==> src/lpc_regs.svh <==
// Offsets, field positions, reset values and timing counts of the low-power controller
`ifndef LPC_REGS_SVH
`define LPC_REGS_SVH

// ----------------------------------------------------------------------------
// Register byte offsets
// ----------------------------------------------------------------------------
`define LPC_OFF_CTRL 8'h00
`define LPC_OFF_MSTP_A 8'h04
`define LPC_OFF_MSTP_B 8'h08
`define LPC_OFF_MSTP_C 8'h0C
`define LPC_OFF_MSTP_D 8'h10
`define LPC_OFF_PROT 8'h14
`define LPC_OFF_STAT 8'h18

// ----------------------------------------------------------------------------
// Field positions
// ----------------------------------------------------------------------------
`define LPC_CTRL_STBY_SEL 0
`define LPC_CTRL_DEEP_SEL 1
`define LPC_CTRL_RETAIN 2
`define LPC_MSTP_A_CLK_STOP_EN 31
`define LPC_PROT_LP_EN 1
`define LPC_PROT_KEY_LSB 8

// ----------------------------------------------------------------------------
// Reset values, keys and masks
// ----------------------------------------------------------------------------
`define LPC_CTRL_RST 3'h0
`define LPC_MSTP_A_RST 32'h0000_0000
`define LPC_MSTP_BCD_RST 32'hFFFF_FFFF
`define LPC_PROT_RST 8'h00
`define LPC_PROT_KEY 8'hA5
`define LPC_ALL_ONES 32'hFFFF_FFFF
`define LPC_MSTP_A_FREE 32'h0000_0030
`define LPC_MSTP_C_HI_ONES 16'hFFFF

// ----------------------------------------------------------------------------
// Timing
// ----------------------------------------------------------------------------
`define LPC_CLK_NS 50
`define LPC_DRST_NS 1000
`define LPC_DRST_CYC ((`LPC_DRST_NS + `LPC_CLK_NS - 1) / `LPC_CLK_NS)

`endif

==> src/lpc_pkg.sv <==
// Types shared by the low-power controller modules
package lpc_pkg;

    // ------------------------------------------------------------------------
    // Operating modes
    // ------------------------------------------------------------------------
    typedef enum logic [2:0] {
        LPC_NORMAL = 3'b000,
        LPC_SLEEP = 3'b001,
        LPC_ACSTOP = 3'b010,
        LPC_SSTBY = 3'b011,
        LPC_DSTBY = 3'b100,
        LPC_DRST = 3'b101
    } lpc_mode_t;

    // ------------------------------------------------------------------------
    // Interrupt event inputs
    // ------------------------------------------------------------------------
    typedef struct packed {
        logic nmi;
        logic [15:0] ext_irq;
        logic eight_bit_timer;
        logic rtc_alarm;
        logic rtc_period;
        logic free_running_watchdog;
        logic usb_susp_res;
        logic volt_mon1;
        logic volt_mon2;
        logic osc_stop;
        logic other;
    } lpc_wake_t;

    // ------------------------------------------------------------------------
    // Clock, power and hold controls toward the gated blocks
    // ------------------------------------------------------------------------
    typedef struct packed {
        logic cpu_run;
        logic main_osc_en;
        logic sub_osc_en;
        logic hoco_en;
        logic loco_en;
        logic pll_en;
        logic free_running_watchdog_run;
        logic main_watchdog_run;
        logic ram_run;
        logic sram_run;
        logic flash_run;
        logic usb_run;
        logic eight_bit_timer_run;
        logic periph_run;
        logic rtc_run;
        logic voltage_monitor_unit_run;
        logic por_run;
        logic core_pwr_off;
        logic sram_pwr_off;
        logic usb_pwr_off;
        logic io_hold;
        logic int_rst_n;
    } lpc_gate_t;

endpackage

==> src/lpc_ctrl.sv <==
// Low-power mode controller: APB registers, mode sequencer and gating outputs
// What this block does
// - Low-power modes are entered only on the halt instruction; register writes alone never change mode.
// - Halt with standby select 0 and no clock-stop conditions enters sleep.
// - Clock-stop needs select 0, enable 1, B and D all ones, C upper all ones.
// - Clock-stop also needs module-stop A all ones except bits five and four.
// - Halt with standby select 1 and deep select 0 enters software standby.
// - Besides reset, only interrupt events leave any low-power mode.
// - Clock-stop wakes on pins, timer, calendar, watchdog, USB, monitors, oscillator-stop.
// - Software standby wakes as clock-stop, without eight-bit timer and oscillator-stop.
// - Main and sub crystal oscillators may run in every mode.
// - Internal oscillators and PLL stop in both standby modes.
// - Free watchdog runs except deep standby; main watchdog stops in all low-power modes.
// - Calendar clock, voltage monitor and power-on reset stay alive always.
// - Memories run in sleep, hold in stop modes; eight-bit timer stops in standby.
// - Deep standby powers off core, RAM, timers, peripherals; flash, ports keep settings.
// - A control bit picks retain or lose for standby RAM and USB in deep standby.
// - Halt with standby select 1 and deep select 1 enters deep standby.
// - Deep standby wake holds internal reset a fixed time, then restarts on low oscillator.
`timescale 1ns/10ps
`include "lpc_regs.svh"
module lpc_ctrl
    import lpc_pkg::*;
#(
    parameter int ADDR_W = 8,
    parameter int DRST_CYCLES = `LPC_DRST_CYC
)(
    input wire logic pclk,
    input wire logic presetn,
    input wire logic psel,
    input wire logic penable,
    input wire logic pwrite,
    input wire logic [ADDR_W-1:0] paddr,
    input wire logic [31:0] pwdata,
    output logic [31:0] prdata,
    output logic pready,
    output logic pslverr,
    input wire logic halt_exec,
    input wire lpc_wake_t wake_src,
    output lpc_gate_t gate,
    output logic clk_from_loco
);

    // ------------------------------------------------------------------------
    // Declarations
    // ------------------------------------------------------------------------
    logic [2:0] ctrl_q;
    logic [31:0] module_stop_reg_a_q;
    logic [31:0] module_stop_reg_b_q;
    logic [31:0] module_stop_reg_c_q;
    logic [31:0] module_stop_reg_d_q;
    logic [7:0] write_protect_reg_q;
    lpc_mode_t mode_q;
    lpc_mode_t mode_d;
    logic [11:0] drst_cnt_q;
    logic wake;
    logic acs_ok;
    logic access;
    logic done;
    logic wr_en;
    logic standby_select_bit;
    logic deep_standby_select_bit;
    logic deep_retain;
    logic drst_last;

    assign standby_select_bit = ctrl_q[`LPC_CTRL_STBY_SEL];
    assign deep_standby_select_bit = ctrl_q[`LPC_CTRL_DEEP_SEL];
    assign deep_retain = ctrl_q[`LPC_CTRL_RETAIN];
    assign drst_last = (drst_cnt_q == 12'(DRST_CYCLES - 1));

    // ------------------------------------------------------------------------
    // Functions
    // ------------------------------------------------------------------------
    function automatic logic addr_mapped(input logic [ADDR_W-1:0] a);
        case (8'(a))
            `LPC_OFF_CTRL, `LPC_OFF_MSTP_A, `LPC_OFF_MSTP_B, `LPC_OFF_MSTP_C,
            `LPC_OFF_MSTP_D, `LPC_OFF_PROT, `LPC_OFF_STAT: addr_mapped = 1'b1;
            default: addr_mapped = 1'b0;
        endcase
    endfunction

    // Registers behind the write protect unlock
    function automatic logic addr_guarded(input logic [ADDR_W-1:0] a);
        case (8'(a))
            `LPC_OFF_CTRL, `LPC_OFF_MSTP_A, `LPC_OFF_MSTP_B, `LPC_OFF_MSTP_C,
            `LPC_OFF_MSTP_D: addr_guarded = 1'b1;
            default: addr_guarded = 1'b0;
        endcase
    endfunction

    function automatic logic clock_stop_ready(input logic [31:0] a, input logic [31:0] b,
                                              input logic [31:0] c, input logic [31:0] d);
        clock_stop_ready = a[`LPC_MSTP_A_CLK_STOP_EN] &
                           ((a | `LPC_MSTP_A_FREE) == `LPC_ALL_ONES) &
                           (b == `LPC_ALL_ONES) & (d == `LPC_ALL_ONES) &
                           (c[31:16] == `LPC_MSTP_C_HI_ONES);
    endfunction

    function automatic lpc_gate_t gate_for(input lpc_mode_t m, input logic retain);
        lpc_gate_t g;
        g = '0;
        g.main_osc_en = 1'b1;
        g.sub_osc_en = 1'b1;
        g.rtc_run = 1'b1;
        g.voltage_monitor_unit_run = 1'b1;
        g.por_run = 1'b1;
        g.int_rst_n = 1'b1;
        case (m)
            LPC_SLEEP: begin
                g.hoco_en = 1'b1;
                g.loco_en = 1'b1;
                g.pll_en = 1'b1;
                g.free_running_watchdog_run = 1'b1;
                g.ram_run = 1'b1;
                g.sram_run = 1'b1;
                g.flash_run = 1'b1;
                g.usb_run = 1'b1;
                g.eight_bit_timer_run = 1'b1;
                g.periph_run = 1'b1;
            end
            LPC_ACSTOP: begin
                g.hoco_en = 1'b1;
                g.loco_en = 1'b1;
                g.pll_en = 1'b1;
                g.free_running_watchdog_run = 1'b1;
                g.eight_bit_timer_run = 1'b1;
                g.io_hold = 1'b1;
            end
            LPC_SSTBY: begin
                g.free_running_watchdog_run = 1'b1;
                g.io_hold = 1'b1;
            end
            LPC_DSTBY: begin
                g.core_pwr_off = 1'b1;
                g.sram_pwr_off = ~retain;
                g.usb_pwr_off = ~retain;
                g.io_hold = 1'b1;
            end
            LPC_DRST: begin
                g.loco_en = 1'b1;
                g.int_rst_n = 1'b0;
                g.sram_pwr_off = ~retain;
                g.usb_pwr_off = ~retain;
                g.io_hold = 1'b1;
            end
            default: begin
                g.cpu_run = 1'b1;
                g.hoco_en = 1'b1;
                g.loco_en = 1'b1;
                g.pll_en = 1'b1;
                g.free_running_watchdog_run = 1'b1;
                g.main_watchdog_run = 1'b1;
                g.ram_run = 1'b1;
                g.sram_run = 1'b1;
                g.flash_run = 1'b1;
                g.usb_run = 1'b1;
                g.eight_bit_timer_run = 1'b1;
                g.periph_run = 1'b1;
            end
        endcase
        gate_for = g;
    endfunction

    // ------------------------------------------------------------------------
    // APB handshake
    // ------------------------------------------------------------------------
    assign access = psel & penable;
    assign done = access & pready;
    // Writes to guarded registers need the unlock bit set beforehand
    assign wr_en = done & pwrite & addr_mapped(paddr) &
                   (~addr_guarded(paddr) | write_protect_reg_q[`LPC_PROT_LP_EN]);

    always_ff @(posedge pclk or negedge presetn) begin
        if (!presetn) begin
            pready <= 1'b0;
        end else begin
            pready <= access & ~pready;
        end
    end

    always_ff @(posedge pclk or negedge presetn) begin
        if (!presetn) begin
            pslverr <= 1'b0;
        end else begin
            pslverr <= access & ~pready & (~addr_mapped(paddr) | (pwrite & addr_guarded(paddr) &
                       ~write_protect_reg_q[`LPC_PROT_LP_EN]));
        end
    end

    always_ff @(posedge pclk or negedge presetn) begin
        if (!presetn) begin
            prdata <= 32'h0000_0000;
        end else if (access & ~pready & ~pwrite) begin
            case (8'(paddr))
                `LPC_OFF_CTRL: prdata <= {29'h0000_0000, ctrl_q};
                `LPC_OFF_MSTP_A: prdata <= module_stop_reg_a_q;
                `LPC_OFF_MSTP_B: prdata <= module_stop_reg_b_q;
                `LPC_OFF_MSTP_C: prdata <= module_stop_reg_c_q;
                `LPC_OFF_MSTP_D: prdata <= module_stop_reg_d_q;
                `LPC_OFF_PROT: prdata <= {24'h00_0000, write_protect_reg_q};
                `LPC_OFF_STAT: prdata <= {27'h000_0000, acs_ok, clk_from_loco, mode_q};
                default: prdata <= 32'h0000_0000;
            endcase
        end else if (done) begin
            prdata <= 32'h0000_0000;
        end
    end

    // ------------------------------------------------------------------------
    // Control registers
    // ------------------------------------------------------------------------
    always_ff @(posedge pclk or negedge presetn) begin
        if (!presetn) begin
            ctrl_q <= `LPC_CTRL_RST;
            module_stop_reg_a_q <= `LPC_MSTP_A_RST;
            module_stop_reg_b_q <= `LPC_MSTP_BCD_RST;
            module_stop_reg_c_q <= `LPC_MSTP_BCD_RST;
            module_stop_reg_d_q <= `LPC_MSTP_BCD_RST;
        end else if (wr_en) begin
            case (8'(paddr))
                `LPC_OFF_CTRL: ctrl_q <= pwdata[2:0];
                `LPC_OFF_MSTP_A: module_stop_reg_a_q <= pwdata;
                `LPC_OFF_MSTP_B: module_stop_reg_b_q <= pwdata;
                `LPC_OFF_MSTP_C: module_stop_reg_c_q <= pwdata;
                `LPC_OFF_MSTP_D: module_stop_reg_d_q <= pwdata;
                default: ctrl_q <= ctrl_q;
            endcase
        end
    end

    // Protect register changes only when the key byte matches
    always_ff @(posedge pclk or negedge presetn) begin
        if (!presetn) begin
            write_protect_reg_q <= `LPC_PROT_RST;
        end else if (wr_en && 8'(paddr) == `LPC_OFF_PROT &&
                     pwdata[`LPC_PROT_KEY_LSB +: 8] == `LPC_PROT_KEY) begin
            write_protect_reg_q <= pwdata[7:0];
        end
    end

    assign acs_ok = clock_stop_ready(module_stop_reg_a_q, module_stop_reg_b_q,
                                     module_stop_reg_c_q, module_stop_reg_d_q);

    // ------------------------------------------------------------------------
    // Wake event selection
    // ------------------------------------------------------------------------
    lpc_wake_sel u_wake_sel (
        .pclk(pclk),
        .presetn(presetn),
        .mode(mode_q),
        .src(wake_src),
        .wake(wake)
    );

    // ------------------------------------------------------------------------
    // Mode sequencer
    // ------------------------------------------------------------------------
    always_comb begin
        mode_d = mode_q;
        case (mode_q)
            LPC_NORMAL: begin
                if (halt_exec) begin
                    if (!standby_select_bit) begin
                        mode_d = acs_ok ? LPC_ACSTOP : LPC_SLEEP;
                    end else if (!deep_standby_select_bit) begin
                        mode_d = LPC_SSTBY;
                    end else begin
                        mode_d = LPC_DSTBY;
                    end
                end
            end
            LPC_SLEEP, LPC_ACSTOP, LPC_SSTBY: begin
                if (wake) begin
                    mode_d = LPC_NORMAL;
                end
            end
            LPC_DSTBY: begin
                if (wake) begin
                    mode_d = LPC_DRST;
                end
            end
            LPC_DRST: begin
                if (drst_last) begin
                    mode_d = LPC_NORMAL;
                end
            end
            default: mode_d = LPC_NORMAL;
        endcase
    end

    always_ff @(posedge pclk or negedge presetn) begin
        if (!presetn) begin
            mode_q <= LPC_NORMAL;
        end else begin
            mode_q <= mode_d;
        end
    end

    always_ff @(posedge pclk or negedge presetn) begin
        if (!presetn) begin
            drst_cnt_q <= 12'h000;
        end else if (mode_q == LPC_DRST) begin
            drst_cnt_q <= drst_cnt_q + 12'h001;
        end else begin
            drst_cnt_q <= 12'h000;
        end
    end

    // Restart after deep standby runs from the low-speed oscillator until reset
    always_ff @(posedge pclk or negedge presetn) begin
        if (!presetn) begin
            clk_from_loco <= 1'b0;
        end else if (mode_q == LPC_DRST && drst_last) begin
            clk_from_loco <= 1'b1;
        end
    end

    // ------------------------------------------------------------------------
    // Gating outputs
    // ------------------------------------------------------------------------
    always_ff @(posedge pclk or negedge presetn) begin
        if (!presetn) begin
            gate <= gate_for(LPC_NORMAL, 1'b0);
        end else begin
            gate <= gate_for(mode_q, deep_retain);
        end
    end

    // ------------------------------------------------------------------------
    // Assertions
    // ------------------------------------------------------------------------
    property p_no_entry_without_halt;
        @(posedge pclk) disable iff (!presetn)
        (mode_q == LPC_NORMAL && !halt_exec) |=> (mode_q == LPC_NORMAL);
    endproperty
    a_no_entry_without_halt: assert property (p_no_entry_without_halt)
        else $error("mode left normal without halt");

    property p_sleep_entry;
        @(posedge pclk) disable iff (!presetn)
        (mode_q == LPC_NORMAL && halt_exec && !standby_select_bit && !acs_ok)
            |=> (mode_q == LPC_SLEEP);
    endproperty
    a_sleep_entry: assert property (p_sleep_entry)
        else $error("sleep not entered");

    property p_acstop_entry;
        @(posedge pclk) disable iff (!presetn)
        (mode_q == LPC_NORMAL && halt_exec && !standby_select_bit &&
         module_stop_reg_a_q[31] && (module_stop_reg_a_q | 32'h0000_0030) == 32'hFFFF_FFFF &&
         module_stop_reg_b_q == 32'hFFFF_FFFF && module_stop_reg_d_q == 32'hFFFF_FFFF &&
         module_stop_reg_c_q[31:16] == 16'hFFFF) |=> (mode_q == LPC_ACSTOP);
    endproperty
    a_acstop_entry: assert property (p_acstop_entry)
        else $error("clock stop not entered");

    property p_sstby_entry;
        @(posedge pclk) disable iff (!presetn)
        (mode_q == LPC_NORMAL && halt_exec && standby_select_bit && !deep_standby_select_bit)
            |=> (mode_q == LPC_SSTBY) ##1 (!gate.hoco_en && !gate.pll_en && !gate.loco_en);
    endproperty
    a_sstby_entry: assert property (p_sstby_entry)
        else $error("software standby entry or oscillator stop wrong");

    property p_dstby_entry;
        @(posedge pclk) disable iff (!presetn)
        (mode_q == LPC_NORMAL && halt_exec && standby_select_bit && deep_standby_select_bit)
            |=> (mode_q == LPC_DSTBY) ##1 gate.core_pwr_off;
    endproperty
    a_dstby_entry: assert property (p_dstby_entry)
        else $error("deep standby not entered");

    property p_sleep_any_irq;
        @(posedge pclk) disable iff (!presetn)
        (mode_q == LPC_SLEEP && wake_src.other) |=> ##1 (mode_q == LPC_NORMAL);
    endproperty
    a_sleep_any_irq: assert property (p_sleep_any_irq)
        else $error("sleep did not end on interrupt");

    property p_sstby_ignores_timer;
        @(posedge pclk) disable iff (!presetn)
        (mode_q == LPC_SSTBY && (wake_src.osc_stop || wake_src.eight_bit_timer) &&
         {wake_src.nmi, wake_src.ext_irq, wake_src.rtc_alarm, wake_src.rtc_period,
          wake_src.free_running_watchdog, wake_src.usb_susp_res, wake_src.volt_mon1,
          wake_src.volt_mon2} == '0) ##1 (mode_q == LPC_SSTBY) |=> (mode_q == LPC_SSTBY);
    endproperty
    a_sstby_ignores_timer: assert property (p_sstby_ignores_timer)
        else $error("software standby woke on excluded source");

    property p_drst_hold;
        @(posedge pclk) disable iff (!presetn)
        $rose(mode_q == LPC_DRST) |-> (mode_q == LPC_DRST)[*8] ##1 !gate.int_rst_n;
    endproperty
    a_drst_hold: assert property (p_drst_hold)
        else $error("internal reset hold too short");

    property p_always_on;
        @(posedge pclk) disable iff (!presetn)
        $changed(mode_q) |=> (gate.main_osc_en && gate.sub_osc_en && gate.rtc_run &&
                              gate.voltage_monitor_unit_run && gate.por_run);
    endproperty
    a_always_on: assert property (p_always_on)
        else $error("always-on block was gated");

    property p_protect;
        @(posedge pclk) disable iff (!presetn)
        (done && pwrite && 8'(paddr) == `LPC_OFF_CTRL && !write_protect_reg_q[1])
            |=> $stable(ctrl_q);
    endproperty
    a_protect: assert property (p_protect)
        else $error("protected write took effect");

endmodule

==> src/lpc_wake_sel.sv <==
// Selects which interrupt events end the current low-power mode
`timescale 1ns/10ps
module lpc_wake_sel
    import lpc_pkg::*;
(
    input wire logic pclk,
    input wire logic presetn,
    input wire lpc_mode_t mode,
    input wire lpc_wake_t src,
    output logic wake
);

    // ------------------------------------------------------------------------
    // Event sets per mode
    // ------------------------------------------------------------------------
    logic pin_ev;
    logic dsb_ev;
    logic ssb_ev;
    logic acs_ev;
    logic slp_ev;
    logic wake_d;

    assign pin_ev = src.nmi | (|src.ext_irq);
    assign dsb_ev = pin_ev | src.rtc_alarm | src.rtc_period | src.usb_susp_res |
                    src.volt_mon1 | src.volt_mon2;
    assign ssb_ev = dsb_ev | src.free_running_watchdog;
    assign acs_ev = ssb_ev | src.eight_bit_timer | src.osc_stop;
    assign slp_ev = acs_ev | src.other;

    always_comb begin
        case (mode)
            LPC_SLEEP: wake_d = slp_ev;
            LPC_ACSTOP: wake_d = acs_ev;
            LPC_SSTBY: wake_d = ssb_ev;
            LPC_DSTBY: wake_d = dsb_ev;
            default: wake_d = 1'b0;
        endcase
    end

    always_ff @(posedge pclk or negedge presetn) begin
        if (!presetn) begin
            wake <= 1'b0;
        end else begin
            wake <= wake_d;
        end
    end

endmodule

==> config.mk <==
export PLATFORM = sky130hd
export DESIGN_NAME = lpc_ctrl
export DESIGN_NICKNAME = d
export VERILOG_FILES = /design/src/lpc_pkg.sv /design/src/lpc_ctrl.sv /design/src/lpc_wake_sel.sv
export VERILOG_INCLUDE_DIRS = /design/src
export SDC_FILE = /design/constraint.sdc
export NUM_CORES = 1
export LEC_CHECK = 0
export ABC_CLOCK_PERIOD_IN_PS = 2200
export BUFFER_PORTS_ARGS = -buffer_cell sky130_fd_sc_hd__buf_2
export CAP_MARGIN = 20
export CORE_ASPECT_RATIO = 0.75
export CORE_MARGIN = 5
export CORE_UTILIZATION = 52
export DETAILED_ROUTE_END_ITERATION = 10
export PLACE_DENSITY_LB_ADDON = 0.25
export SYNTH_ARGS = -nofsm -noshare
export SYNTH_HDL_FRONTEND = slang
export SYNTH_HIERARCHICAL = 1
export SYNTH_SLANG_ARGS = --single-unit
export TNS_END_PERCENT = 30
==> constraint.sdc <==
create_clock -name pclk -period 2.2 [get_ports pclk]
set_clock_uncertainty 0.05 [all_clocks]
set_input_delay 0.11 -clock pclk [delete_from_list [all_inputs] [get_ports pclk]]
set_output_delay 0.11 -clock pclk [all_outputs]
set_load 0.05 [all_outputs]
==> results.yml <==
yosys:
  synthTopCellsByCount: "dfstp_2, dfrtp_1, mux2_4, nand2_1, mux2_2"
  ys_types: 60
  synth-edff-count: 0
  synth_top_cell_by_area: "dfstp_2"
  synthFlopType: "dfstp_2"
  syn_area_mm2: 0.009518
  yosysTopAreaCellShare: 0.2816
  ys_warn_count: 6
  synthTopCellsByArea: "dfstp_2, dfrtp_1, mux2_4"
  yosysMostFrequentCell: "dfstp_2"
  ys_ff_latch: 199
  synth_area_per_cell_um2: 13.52
  netlist_instances: 704
  async_flop_share: 1.000
  seq_area_frac_synth: 0.5366
route:
  wl_um: 25420
  drc: 0
  antenna_left: 0
  first_pass_iters: 6
  drt_iter0_markers: 681
  num_vias: 6891
  avgViaCountPerCell: 6.071
  routedWlPerCell_um: 22.39
power:
  clkPwrFrac: 0.416
  p_comb_frac: 0.082
  p_seq_frac: 0.502
  internal_power_uw: 5704
  ir_worst_vdd_mv: 0.5807
  power_density_mw_per_mm2: 648.3
  switching_power_uw: 1734
  p_sw_frac: 0.2331
  p_leak_uw: 0.005107
layout:
  drive_gt1_frac: 0.5151
  final_cells: 1135
  nets: 955
  final_area_mm2: 0.01147
  area_growth_pct: 20.52
  diodes: 0
cts:
  clk-insertion-delay-late_ns: 0.43
  cts_max_level: 4
  cts.sinks: 199
  cts_buffers: 17
  cts_setup_buffers: 0
  clock_path_buffers: 2
  cts_tree: "built"
  cts-root-buf: "clkbuf_16"
  clk_pin_slew_ns: 0.07
sta:
  setup_viol: 0
  max_freq_mhz: 479.9
  drv_slew: 0
  hold_viol_final: 0
  min_period_over_period: 0.9472
  rsz0062_at_grt: "no"
  layout_min_cycle_time_ns: 2.084
  fin_ws_ns: 0.1161
  timing.slew.headroom: 0.5625
  tightestPinTransition_ns: 0.6502
place:
  dp.cells: 1068
  routabilityCongestion: 0.9726
  port_buffers: 123
  dp_slack_ns: -0.1096
  place_area_mm2: 0.01054
  place_hpwl_um: 17780
global_route:
  grt_pass1_wl_um: 40480
  grt_pass1_vias: 7221
  grt_max_degree: 69
  grt.total_usage: 0.2401
  overflow: 0
  antenna_found_initial: 0
setup_path:
  end_kind: "flop"
  crit_fanout: 6
  start_kind: "flop"
  cp.arrival_ns: 2.35
  crit_type: "reg -> reg"
  required_ns: 2.47
floorplan:
  core_area_mm2: 0.01781
  dieArea_mm2: 0.02114
  std_cell_rows: 42
  start_util: 0.5343
  ios: 129
  dieWidth_um: 166.2
  chipHeight_um: 127.2
run_status:
  outcome: "finished clean"
flow_run:
  max-cap-violations: 0
min_path:
  holdCritPathClass: "in -> reg"
==> per-layer routing <==
| metal | vias up | GRT usage | routed length (um) |
|---|---|---|---|
| met1 | 3548 | 0.3383 | 11200 |
| met3 | 28 | 0.06424 | 2064 |
| met5 | - | 0 | 0 |
| li1 | 3002 | - | - |
| met4 | 0 | 0.05483 | 363 |
| met2 | 313 | 0.3781 | 11790 |
==> timing repair <==
action                                 4_1_cts  5_1_grt
resized for setup                            0        1
hold buffers                                35        0
endpoints found under the hold margin      169        0
setup endpoints to repair                    0        1
==> critical path, stage by stage, from the launching register on <==
cell     delay [ns]
dfrtp_1        0.46
nor4b_1        0.41
a31oi_1        0.18
nor3_1         0.29
mux2_2         0.37
a31o_2         0.22
==> power groups by stage <==
stage	Sequential (uW)	Combinational [uW]	Clock, uW
CTS	3740	605	3130
detailed placement	3800	554	0
finish	3740	608	3090
global placement	3790	537	0
global route	3740	661	3280
floorplan	3840	225	0
==> stage by stage <==
stage	setup TNS (ns)	hold slack [ns]	total power, uW	utilization
4_1_cts	0	0.01527	7472	0.6436
2_1_floorplan	0	-0.2356	4062	-
6_report	0	0.04978	7437	0.6439
3_3_place_gp	-5.906	0.09955	4329	0.5915
5_1_grt	0	0.03046	7678	0.6439
3_5_place_dp	-8.804	0.1039	4351	0.5915
==> kinds of logic (layout without fill, tap and decap cells) <==
| family | after synthesis | in the layout | share of synthesized area |
|---|---|---|---|
| buf+inv | 62 | 247 | 0.04917 |
| xor+xnor | 9 | 9 | 0.008281 |
| simple gates | 184 | 184 | 0.1049 |
| mux | 147 | 147 | 0.2089 |
| flops | 199 | 199 | 0.5366 |
| other cells | 1 | 5 | 0.0003940 |
| fa+ha+maj | 3 | 3 | 0.003944 |
| compound gates | 99 | 99 | 0.08782 |
==> sequential cells by signal, indices dropped and copies added (netlist names) <==
register	count
u_wake_sel/wake	1
mode_q	3
pslverr	1
gate	9
pready	1
ctrl_q	3
module_stop_reg_c_q	32
module_stop_reg_b_q	32
prdata	32
drst_cnt_q	12
clk_from_loco	1
write_protect_reg_q	8
module_stop_reg_a_q	32
module_stop_reg_d_q	32
==> layout by cell type, fill, tap and decap left out, types with 9 or more instances in the layout <==
| cell type | n |
|---|---|
| nand3_1 | 12 |
| mux2_4 | 90 |
| a22o_1 | 33 |
| a222oi_1 | 28 |
| nor2_1 | 20 |
| nor4_1 | 16 |
| dfstp_2 | 102 |
| buf_4 | 39 |
| nand4_1 | 34 |
| dlygate4sd3_1 | 35 |
| nand2_1 | 58 |
| o21ai_0 | 9 |
| buf_2 | 122 |
| dfrtp_1 | 97 |
| buf_12 | 10 |
| mux2_2 | 52 |
| clkbuf_16 | 17 |
==> final cells by class <==
| class | count | area [um2] |
|---|---|---|
| Fill cell | 1331 | 6344 |
| Multi-Input combinational cell | 447 | 3985 |
| Clock inverter | 8 | 96.34 |
| Clock buffer | 24 | 481.7 |
| Timing Repair Buffer | 207 | 1468 |
| Inverter | 8 | 30.03 |
| Sequential cell | 199 | 5107 |
| Tap cell | 242 | 302.8 |
==> path summary, 6_finish.rpt <==
path                       slack (ns)                      to           from  depth (start not counted)
min                              0.05  module_stop_reg_d_q[1]      pwdata[1]                          2
max in group asynchronous        1.18  module_stop_reg_c_q[1]        presetn                          3
min in group asynchronous        0.20               prdata[9]        presetn                          2
max reg2reg                      0.12               mode_q[0]  drst_cnt_q[7]                          5
min reg2reg                      0.44           drst_cnt_q[0]  drst_cnt_q[0]                          1
max                              0.12               mode_q[0]  drst_cnt_q[7]                          5
Note: power is estimated with default switching activity, not from simulation.
